===== src/rtl/skd_operand_dec.sv =====
`timescale 1ns/1ns
package skd_pkg;
  localparam int OP_W = 5;
  typedef enum logic [4:0] {
    OP_OTHER     = 5'h00,
    OP_ADC_HL    = 5'h01,
    OP_SBC_HL    = 5'h02,
    OP_ADS_IMM   = 5'h03,
    OP_SBS       = 5'h04,
    OP_INCREMENT_SKIP      = 5'h05,
    OP_DECREMENT_SKIP      = 5'h06,
    OP_EXCHANGE_INCREMENT      = 5'h07,
    OP_EXCHANGE_DECREMENT      = 5'h08,
    OP_LDI       = 5'h09,
    OP_LDD       = 5'h0A,
    OP_BIT_TEST_TRUE_SKIP      = 5'h0B,
    OP_BIT_TEST_FALSE_SKIP      = 5'h0C,
    OP_COMPARE_SKIP_EQUAL      = 5'h0D,
    OP_SCF       = 5'h0E,
    OP_RCF       = 5'h0F,
    OP_CCF       = 5'h10,
    OP_RRC       = 5'h11,
    OP_LDB_C     = 5'h12,
    OP_BAND_C    = 5'h13,
    OP_BOR_C     = 5'h14,
    OP_CARRY_BIT_XOR_C    = 5'h15,
    OP_INTERRUPT_RETURN_OP      = 5'h16,
    OP_LD_A_IMM  = 5'h17,
    OP_LD_EA_IMM = 5'h18,
    OP_LD_HL_IMM = 5'h19,
    OP_REF       = 5'h1A,
    OP_BIT_MEMA  = 5'h1B,
    OP_BIT_MEMB  = 5'h1C,
    OP_BIT_PDA   = 5'h1D
  } skd_op_t;

  // operand classes seen by the field decoder
  typedef enum logic [1:0] {
    CLS_GENERAL    = 2'h0,
    CLS_RESTRICTED = 2'h1,
    CLS_PAIR       = 2'h2,
    CLS_INDIRECT   = 2'h3
  } skd_cls_t;

  typedef enum logic [1:0] {
    ST_RUN  = 2'b00,
    ST_PAIR = 2'b01,
    ST_SKIP = 2'b11
  } skd_state_t;

  // redundancy groups for consecutive immediate loads
  localparam logic [1:0] GRP_NONE = 2'h0;
  localparam logic [1:0] GRP_AEA  = 2'h1;
  localparam logic [1:0] GRP_HL   = 2'h2;

  localparam logic [2:0] REG_A    = 3'h0;
  localparam logic [2:0] IND_HL   = 3'h5;
  localparam logic [2:0] IND_WX   = 3'h6;
  localparam logic [2:0] IND_WL   = 3'h7;
  localparam logic [1:0] PTR_HL   = 2'h0;
  localparam logic [1:0] PTR_WX   = 2'h1;
  localparam logic [1:0] PTR_WL   = 2'h2;

  localparam logic [7:0] MEMA_PAGE_LO = 8'hFB;
  localparam logic [7:0] MEMA_PAGE_HI = 8'hFF;
  localparam logic [11:0] MEMB_BASE   = 12'hFC0;
  localparam logic [3:0] BANK_DEFAULT = 4'h0;

  localparam logic [13:0] REF_BASE  = 14'h0020;
  localparam logic [13:0] REF_LAST  = 14'h007F;

  localparam logic [1:0] SKIP_CYC_NONE  = 2'h0;
  localparam logic [1:0] SKIP_CYC_SHORT = 2'h1;
  localparam logic [1:0] SKIP_CYC_LONG  = 2'h2;
  localparam logic [1:0] LEN_LONG       = 2'h3;
  localparam int IMM_SHORT_W = 4;
  localparam int IMM_LONG_W  = 8;
endpackage : skd_pkg

module skd_operand_dec
  import skd_pkg::*;
(
  input  wire logic [2:0] field,
  input  wire skd_cls_t   cls,
  output logic      [7:0] regOneHot,
  output logic      [1:0] pairSel,
  output logic      [1:0] ptrSel,
  output logic            fieldErr
);
  always_comb begin
    regOneHot = 8'h00;
    pairSel   = 2'h0;
    ptrSel    = PTR_HL;
    fieldErr  = 1'b0;
    case (cls)
      CLS_GENERAL: regOneHot = 8'h01 << field;
      CLS_RESTRICTED: begin
        regOneHot = 8'h01 << field;
        fieldErr  = (field == REG_A);
      end
      CLS_PAIR: begin
        pairSel  = field[2:1];
        fieldErr = field[0];
      end
      CLS_INDIRECT: begin
        case (field)
          IND_HL:  ptrSel = PTR_HL;
          IND_WX:  ptrSel = PTR_WX;
          IND_WL:  ptrSel = PTR_WL;
          default: fieldErr = 1'b1;
        endcase
      end
      default: fieldErr = 1'b1;
    endcase
  end
endmodule : skd_operand_dec


===== src/rtl/skd_skip_decode.sv =====
`timescale 1ns/1ns
// Behaviour
// - three bit addressing modes are decoded: direct I/O bit, port bit via L, and H plus direct.
// - direct bit addressing reaches only FB0H-FBFH and FF0H-FFFH.
// - H plus direct bit addressing reaches the bank set by the bank enable flag and bank number.
// - increment/decrement style skip instructions skip on overflow or borrow, carry untouched.
// - bit tests and compare-equal skip when their condition holds, carry untouched.
// - carry-only instructions update carry and never skip.
// - an add-immediate-with-skip right after add/subtract-with-carry on @HL never skips.
// - in that pair add skips the add-immediate on overflow, subtract on no borrow.
// - a reference keeps the load history; a redundant load right after it is skipped.
// - register field encodes A,E,L,H,X,W,Z,Y and pairs EA,HL,WX,YZ.
// - indirect field 101 is HL, 110 is WX, 111 is WL.
// - general class takes all eight registers, restricted class excludes the accumulator.
// - short immediates are 4 bits, long immediates 8 bits.
// - consecutive immediate loads to A/EA or to HL execute only the first.
// - a skip costs 1 or 2 extra cycles by the length of the skipped instruction, a skipped reference always 1.
module skd_skip_decode
  import skd_pkg::*;
(
  input  wire logic         clk,
  input  wire logic         reset,
  input  wire logic         instValid,
  input  wire skd_op_t      instOp,
  input  wire logic   [1:0] instLen,
  input  wire logic   [2:0] operandField,
  input  wire skd_cls_t     operandCls,
  input  wire logic   [7:0] immByte,
  input  wire logic         aluOverflow,
  input  wire logic         aluBorrow,
  input  wire logic         bitValue,
  input  wire logic         cmpEqual,
  input  wire logic   [3:0] bitLowAddr,
  input  wire logic         memaHighPage,
  input  wire logic   [1:0] bitIndex,
  input  wire logic   [3:0] ptrLow,
  input  wire logic   [3:0] ptrHigh,
  input  wire logic         memoryBankEnableFlag,
  input  wire logic   [3:0] memoryBankSelect,
  output logic              decValid_ff,
  output logic              suppress_ff,
  output logic              skipTaken_ff,
  output logic        [1:0] skipCycles_ff,
  output logic              carryUpdate_ff,
  output logic        [7:0] regOneHot_ff,
  output logic        [1:0] pairSel_ff,
  output logic        [1:0] ptrSel_ff,
  output logic              fieldErr_ff,
  output logic        [7:0] immData_ff,
  output logic              immWide_ff,
  output logic              bitValid_ff,
  output logic       [11:0] bitAddr_ff,
  output logic        [1:0] bitIdx_ff,
  output logic        [3:0] bitBank_ff,
  output logic       [13:0] refAddr_ff
);
  skd_state_t state_ff;
  skd_state_t nxt_state;
  logic       pairCond_ff;
  logic       nxt_pairCond;
  logic [1:0] lastGrp_ff;
  logic [1:0] nxt_lastGrp;
  logic       nxt_suppress;
  logic [1:0] nxt_skipCycles;
  logic       nxt_carryUpdate;
  logic       execute;
  logic       skipCond;
  logic [1:0] grp;
  logic [7:0] decOneHot;
  logic [1:0] decPair;
  logic [1:0] decPtr;
  logic       decErr;

  function automatic logic [1:0] skip_cost(input logic [1:0] len, input skd_op_t op);
    if (op == OP_REF) begin
      skip_cost = SKIP_CYC_SHORT;
    end else if (len == LEN_LONG) begin
      skip_cost = SKIP_CYC_LONG;
    end else begin
      skip_cost = SKIP_CYC_SHORT;
    end
  endfunction : skip_cost

  function automatic logic [1:0] load_group(input skd_op_t op);
    case (op)
      OP_LD_A_IMM, OP_LD_EA_IMM: load_group = GRP_AEA;
      OP_LD_HL_IMM:              load_group = GRP_HL;
      default:                   load_group = GRP_NONE;
    endcase
  endfunction : load_group

  skd_operand_dec u_operand_dec (
    .field     (operandField),
    .cls       (operandCls),
    .regOneHot (decOneHot),
    .pairSel   (decPair),
    .ptrSel    (decPtr),
    .fieldErr  (decErr)
  );

  assign grp = load_group(instOp);

  always_comb begin
    case (instOp)
      OP_INCREMENT_SKIP, OP_EXCHANGE_INCREMENT, OP_LDI, OP_ADS_IMM: skipCond = aluOverflow;
      OP_DECREMENT_SKIP, OP_EXCHANGE_DECREMENT, OP_LDD, OP_SBS:     skipCond = aluBorrow;
      OP_BIT_TEST_TRUE_SKIP:                              skipCond = bitValue;
      OP_BIT_TEST_FALSE_SKIP:                              skipCond = !bitValue;
      OP_COMPARE_SKIP_EQUAL:                              skipCond = cmpEqual;
      default:                              skipCond = 1'b0;
    endcase
  end

  always_comb begin
    nxt_state       = state_ff;
    nxt_pairCond    = pairCond_ff;
    nxt_lastGrp     = lastGrp_ff;
    nxt_suppress    = 1'b0;
    nxt_skipCycles  = SKIP_CYC_NONE;
    nxt_carryUpdate = 1'b0;
    execute         = 1'b0;
    if (instValid) begin
      nxt_state = ST_RUN;
      case (state_ff)
        ST_SKIP: begin
          // fetched only; nothing of it takes effect
          nxt_suppress   = 1'b1;
          nxt_skipCycles = skip_cost(instLen, instOp);
          nxt_lastGrp    = GRP_NONE;
        end
        ST_PAIR: begin
          if (instOp == OP_ADS_IMM) begin
            if (pairCond_ff) begin
              nxt_suppress   = 1'b1;
              nxt_skipCycles = skip_cost(instLen, instOp);
            end else begin
              execute = 1'b1;
            end
            nxt_lastGrp = GRP_NONE;
          end else begin
            execute = 1'b1;
          end
        end
        ST_RUN:  execute = 1'b1;
        default: execute = 1'b1;
      endcase
      if (execute) begin
        if (grp != GRP_NONE && grp == lastGrp_ff) begin
          // redundant load behaves as a no-operation
          nxt_suppress = 1'b1;
        end else begin
          // a reference keeps the load history so that a load right after it is redundant
          nxt_lastGrp = (instOp == OP_REF) ? lastGrp_ff : grp;
          case (instOp)
            OP_ADC_HL, OP_SBC_HL: begin
              nxt_carryUpdate = 1'b1;
              nxt_pairCond    = (instOp == OP_ADC_HL) ? aluOverflow : !aluBorrow;
              nxt_state       = ST_PAIR;
            end
            OP_SCF, OP_RCF, OP_CCF, OP_RRC, OP_LDB_C, OP_BAND_C, OP_BOR_C, OP_CARRY_BIT_XOR_C,
            OP_INTERRUPT_RETURN_OP: nxt_carryUpdate = 1'b1;
            default: begin
              // an add-immediate following the pair never skips
              if (skipCond && !(state_ff == ST_PAIR && instOp == OP_ADS_IMM)) begin
                nxt_state = ST_SKIP;
              end
            end
          endcase
        end
      end
    end
  end

  always_ff @(posedge clk) begin
    if (reset) begin
      state_ff    <= ST_RUN;
      pairCond_ff <= 1'b0;
      lastGrp_ff  <= GRP_NONE;
    end else begin
      state_ff    <= nxt_state;
      pairCond_ff <= nxt_pairCond;
      lastGrp_ff  <= nxt_lastGrp;
    end
  end

  always_ff @(posedge clk) begin
    if (reset) begin
      decValid_ff    <= 1'b0;
      suppress_ff    <= 1'b0;
      skipTaken_ff   <= 1'b0;
      skipCycles_ff  <= SKIP_CYC_NONE;
      carryUpdate_ff <= 1'b0;
    end else begin
      decValid_ff    <= instValid;
      suppress_ff    <= nxt_suppress;
      skipTaken_ff   <= instValid && (nxt_state == ST_SKIP);
      skipCycles_ff  <= nxt_skipCycles;
      carryUpdate_ff <= nxt_carryUpdate;
    end
  end

  always_ff @(posedge clk) begin
    if (reset) begin
      regOneHot_ff <= 8'h00;
      pairSel_ff   <= 2'h0;
      ptrSel_ff    <= PTR_HL;
      fieldErr_ff  <= 1'b0;
      immData_ff   <= 8'h00;
      immWide_ff   <= 1'b0;
    end else if (instValid) begin
      regOneHot_ff <= nxt_suppress ? 8'h00 : decOneHot;
      pairSel_ff   <= decPair;
      ptrSel_ff    <= decPtr;
      fieldErr_ff  <= decErr;
      immWide_ff   <= (instOp == OP_LD_EA_IMM) || (instOp == OP_LD_HL_IMM);
      if ((instOp == OP_LD_EA_IMM) || (instOp == OP_LD_HL_IMM)) begin
        immData_ff <= immByte[IMM_LONG_W-1:0];
      end else begin
        immData_ff <= {4'h0, immByte[IMM_SHORT_W-1:0]};
      end
    end
  end

  always_ff @(posedge clk) begin
    if (reset) begin
      bitValid_ff <= 1'b0;
      bitAddr_ff  <= 12'h000;
      bitIdx_ff   <= 2'h0;
      bitBank_ff  <= BANK_DEFAULT;
      refAddr_ff  <= REF_BASE;
    end else begin
      bitValid_ff <= 1'b0;
      if (instValid && !nxt_suppress) begin
        case (instOp)
          OP_BIT_MEMA: begin
            bitValid_ff <= 1'b1;
            bitAddr_ff  <= {memaHighPage ? MEMA_PAGE_HI : MEMA_PAGE_LO, bitLowAddr};
            bitIdx_ff   <= bitIndex;
            bitBank_ff  <= BANK_DEFAULT;
          end
          OP_BIT_MEMB: begin
            bitValid_ff <= 1'b1;
            bitAddr_ff  <= MEMB_BASE | {6'h00, ptrLow[3:2], bitLowAddr};
            bitIdx_ff   <= ptrLow[1:0];
            bitBank_ff  <= BANK_DEFAULT;
          end
          OP_BIT_PDA: begin
            bitValid_ff <= 1'b1;
            bitAddr_ff  <= {4'h0, ptrHigh, bitLowAddr};
            bitIdx_ff   <= bitIndex;
            bitBank_ff  <= memoryBankEnableFlag ? memoryBankSelect : BANK_DEFAULT;
          end
          OP_REF: begin
            // table entries are even; the address is twice the operand ORed with REF_BASE
            refAddr_ff <= {7'h00, immByte[5:0], 1'b0} | REF_BASE;
          end
          default: bitValid_ff <= 1'b0;
        endcase
      end
    end
  end
endmodule : skd_skip_decode


===== config.mk =====
export PLATFORM = sky130hd
export DESIGN_NAME = skd_skip_decode
export DESIGN_NICKNAME = d
export VERILOG_FILES = /design/src/rtl/skd_operand_dec.sv /design/src/rtl/skd_skip_decode.sv
export SDC_FILE = /design/constraint.sdc
export NUM_CORES = 1
export LEC_CHECK = 0
export BUFFER_PORTS_ARGS = -buffer_cell sky130_fd_sc_hd__buf_4
export CAP_MARGIN = 20
export CORE_UTILIZATION = 47
export CTS_CLUSTER_DIAMETER = 40
export CTS_CLUSTER_SIZE = 14
export DETAILED_ROUTE_END_ITERATION = 7
export PLACE_DENSITY = 0.8
export REMOVE_ABC_BUFFERS = 1
export SLEW_MARGIN = 10
export SYNTH_ARGS = -nofsm -noshare
export SYNTH_HDL_FRONTEND = slang
export SYNTH_SLANG_ARGS = --single-unit

===== constraint.sdc =====
create_clock -name clk -period 2.6 [get_ports clk]
set_clock_uncertainty 0.05 [all_clocks]
set_input_delay 0.65 -clock clk [delete_from_list [all_inputs] [get_ports clk]]
set_output_delay 0.65 -clock clk [all_outputs]
set_load 0.02 [all_outputs]

==> results.json <==
{
  "dr.pass1.iters": 4,
  "synth_edf_count": 0,
  "cts_made_buffers": 5,
  "yosysUniqueCellTypes": 48,
  "worst_path_largest_cell_delay_ns": 0.37,
  "synth_area_um2": 2450,
  "synth_area_per_cell_um2": 8.73,
  "rr_startpoint": "state_ff[0]",
  "drc": 0,
  "fill_cells": 449,
  "path_depth": 7,
  "p_per_area_nw_per_um2": 505,
  "worst_pin_slew_ns": 0.688,
  "slew_headroom_pct": 54.1,
  "ant_nets": 0,
  "crit_path_max_fanout": 18,
  "synth-simple-area-share_pct": 24.2,
  "grt_pass1_vias": 1930,
  "synth-async-reset-ratio_pct": 0,
  "overflow": 0,
  "post_cts.repair.setup_buffers": 0,
  "min_from": "bitAddr_ff[6]",
  "post-dp-hpwl_mm": 4.16,
  "endpoint_kind": "flop",
  "sw_frac_of_total_pct": 24.0,
  "pwr-share-clk_pct": 33.1,
  "worstSetupStartpoint": "instOp[0]",
  "syn_inst": 281,
  "cts_buffer_depth": 2,
  "h-tree-depth": 2,
  "p_comb_share_pct": 14.4,
  "final_core_util_pct": 66.1,
  "max_freq_ghz": 0.496,
  "vias": 2269,
  "pwr-share-seq_pct": 52.5,
  "grt_pass1_wl_mm": 8.67,
  "status": "finished, final reports clean",
  "critPathKind": "input pin to flop",
  "synth_top_area_share_pct": 44.1,
  "drt_iter0_drc": 165,
  "finalNonFillerCells": 433,
  "grt_use_total_pct": 20.3,
  "port_buffers": 98,
  "wl_per_cell_um": 13.1,
  "worst_hold_path_type": "flop to flop",
  "synth_top_family_by_area": "simple AND/OR/NAND/NOR gates",
  "die-area_um2": 5510,
  "setup_violations": 0,
  "fp.dieW_um": 74.2,
  "start_kind": "input pin",
  "whs_path_depth": 2,
  "max-cap-violations": 0,
  "r2r_cells": 5,
  "switchingPower_uw": 391,
  "drive_gt1_share_pct": 31.4,
  "ys_seq_elements": 54,
  "post-synth-top-area-cell": "dfxtp_1",
  "setup_tns_ns": 0,
  "dieHeight_um": 74.2,
  "cts.sink_count": 54,
  "synth_seq_area_share_pct": 44.1,
  "viasPerCell": 5.24,
  "synth_compound_area_share_pct": 15.5,
  "fin_crit_sh_pct": 77.6,
  "dpl.cell_count": 425,
  "crit_family": "compound AO/OA/AOI/OAI gates",
  "peakVddDrop_mv": 0.247,
  "synth_area_leaders": "dfxtp_1 44%, mux2i_1 6.1%, nor2_1 6.0%",
  "ys.flop_type": "dfxtp_1",
  "leakage_uw": 0.00137,
  "slowest_stage": "o31ai_1",
  "p_int_uw": 1240,
  "fin_nets": 412,
  "r2r_setup_slack_ns": 0.99,
  "post-route-cell-area_um2": 3220,
  "clk_pin_slew_ns": 0.09,
  "period_needed_ns": 2.02,
  "synthXorXnorAreaFrac_pct": 0.714,
  "placed_area_um2": 3120,
  "synth.top_cells.by_count": "54 x dfxtp_1, 39 x nor2_1, 30 x nand2_1, 18 x a21oi_1, 15 x mux2i_1",
  "hold_viol": 0,
  "wirelength_mm": 5.65,
  "grt_setup_unrepaired": "no",
  "cts_resized": 0,
  "crit_buf_inv": 1,
  "diodes": 0,
  "path_cells": "buf_4 > nor4b_4 > o21ai_2 > a2111oi_2 > nor3_1 > o31ai_1 > a32o_1",
  "routabilityCongestion": 0.827,
  "synth_warnings": 0,
  "worstPathRequired_ns": 2.79,
  "synth_mux_area_share_pct": 6.12,
  "holdBufCountCts": 0,
  "antenna_found_initial": 0,
  "cts-root-buf": "clkbuf_8",
  "area_delta_synth_final_pct": 31.4,
  "cts_tree": "built",
  "grt_max_degree": 44,
  "coreArea_um2": 4880,
  "ios": 108,
  "arrival_ns": 2.21,
  "synthAdderAreaFrac_pct": 0,
  "row_count": 25,
  "start_util_pct": 50.3,
  "slew_violations": 0,
  "worst_skew_pair.late_latency_ns": 0.30,
  "yosysMostFrequentCell": "dfxtp_1"
}
[routing by layer]
metal | wire, um | part of all wire (%) | track usage [%] | vias to the layer above
met4 | 91 | 1.6 | 8.39 | 0
met2 | 2750 | 49 | 31.5 | 82
met1 | 2500 | 44 | 27.7 | 1044
met3 | 318 | 5.6 | 4.07 | 8
met5 | 0 | 0 | 0 | -
li1 | - | - | - | 1135
[metrics by stage]
stage / power, uW / hold WS (ns) / setup WS [ns]
after floorplan: 976 / 0.382 / 0.644
after global placement: 1100 / 0.390 / 0.325
after detailed placement: 1110 / 0.401 / 0.285
after CTS: 1650 / 0.413 / 0.594
after global routing: 1700 / 0.437 / 0.343
final: 1630 / 0.414 / 0.584
[placed cells by master, fill, tap and decap left out, types with 2 or more instances in the layout]
master,count
nor3_2,2
nand2_1,30
nand3_1,7
a22oi_1,4
mux2i_1,15
nor2b_1,5
and2_1,2
clkbuf_8,5
o21ai_0,7
a31oi_1,2
buf_4,100
nor2_1,39
conb_1,9
a311oi_1,3
dfxtp_1,54
inv_1,6
a211oi_1,3
nand4_1,6
nand2b_1,2
nand3b_1,4
nor3_1,9
a32o_1,9
clkbuf_1,2
a21oi_1,18
[flip-flops by register name, indices dropped and copies added (netlist names), 2 cells and up]
signal	count
ptrSel_ff	2
bitBank_ff	4
pairSel_ff	2
lastGrp_ff	2
bitIdx_ff	2
regOneHot_ff	8
refAddr_ff	5
skipCycles_ff	2
bitAddr_ff	9
immData_ff	8
state_ff	2
[cell families (layout without fill, tap and decap cells)]
logic type / after synthesis / count (layout)
AO/OA/AOI/OAI: 53 / 53
XOR/XNOR: 2 / 2
buffers and inverters: 37 / 115
flip-flops: 54 / 54
multiplexers: 15 / 15
other: 2 / 9
AND/OR/NAND/NOR: 118 / 118
[tightest hold or removal path, stage by stage (launching register included)]
cell     delay (ns)
dfxtp_1        0.32
nand2_1        0.05
a21oi_1        0.05
[worst paths after layout]
check             endpoint
max reg2reg  bitAddr_ff[6]
min reg2reg  bitAddr_ff[6]
min          bitAddr_ff[6]
max          lastGrp_ff[1]
[power groups by stage]
stage                     Clock (uW)  Combinational (uW)  Sequential, uW
after global routing             589                 256             856
after CTS                        559                 235             853
after floorplan                    0                83.7             892
after global placement             0                 231             872
final                            538                 235             853
after detailed placement           0                 234             873
[cell type report]
cell class	instances	area, um^2	area share (%)
multi-input combinational	197	1170	36.5
sequential	54	1080	33.5
timing repair buffer	100	751	23.3
tap	67	83.8	2.60
clock buffer	7	76.3	2.37
clock inverter	1	30.0	0.932
inverter	7	26.3	0.815
Note: power is estimated with default switching activity, not from simulation.
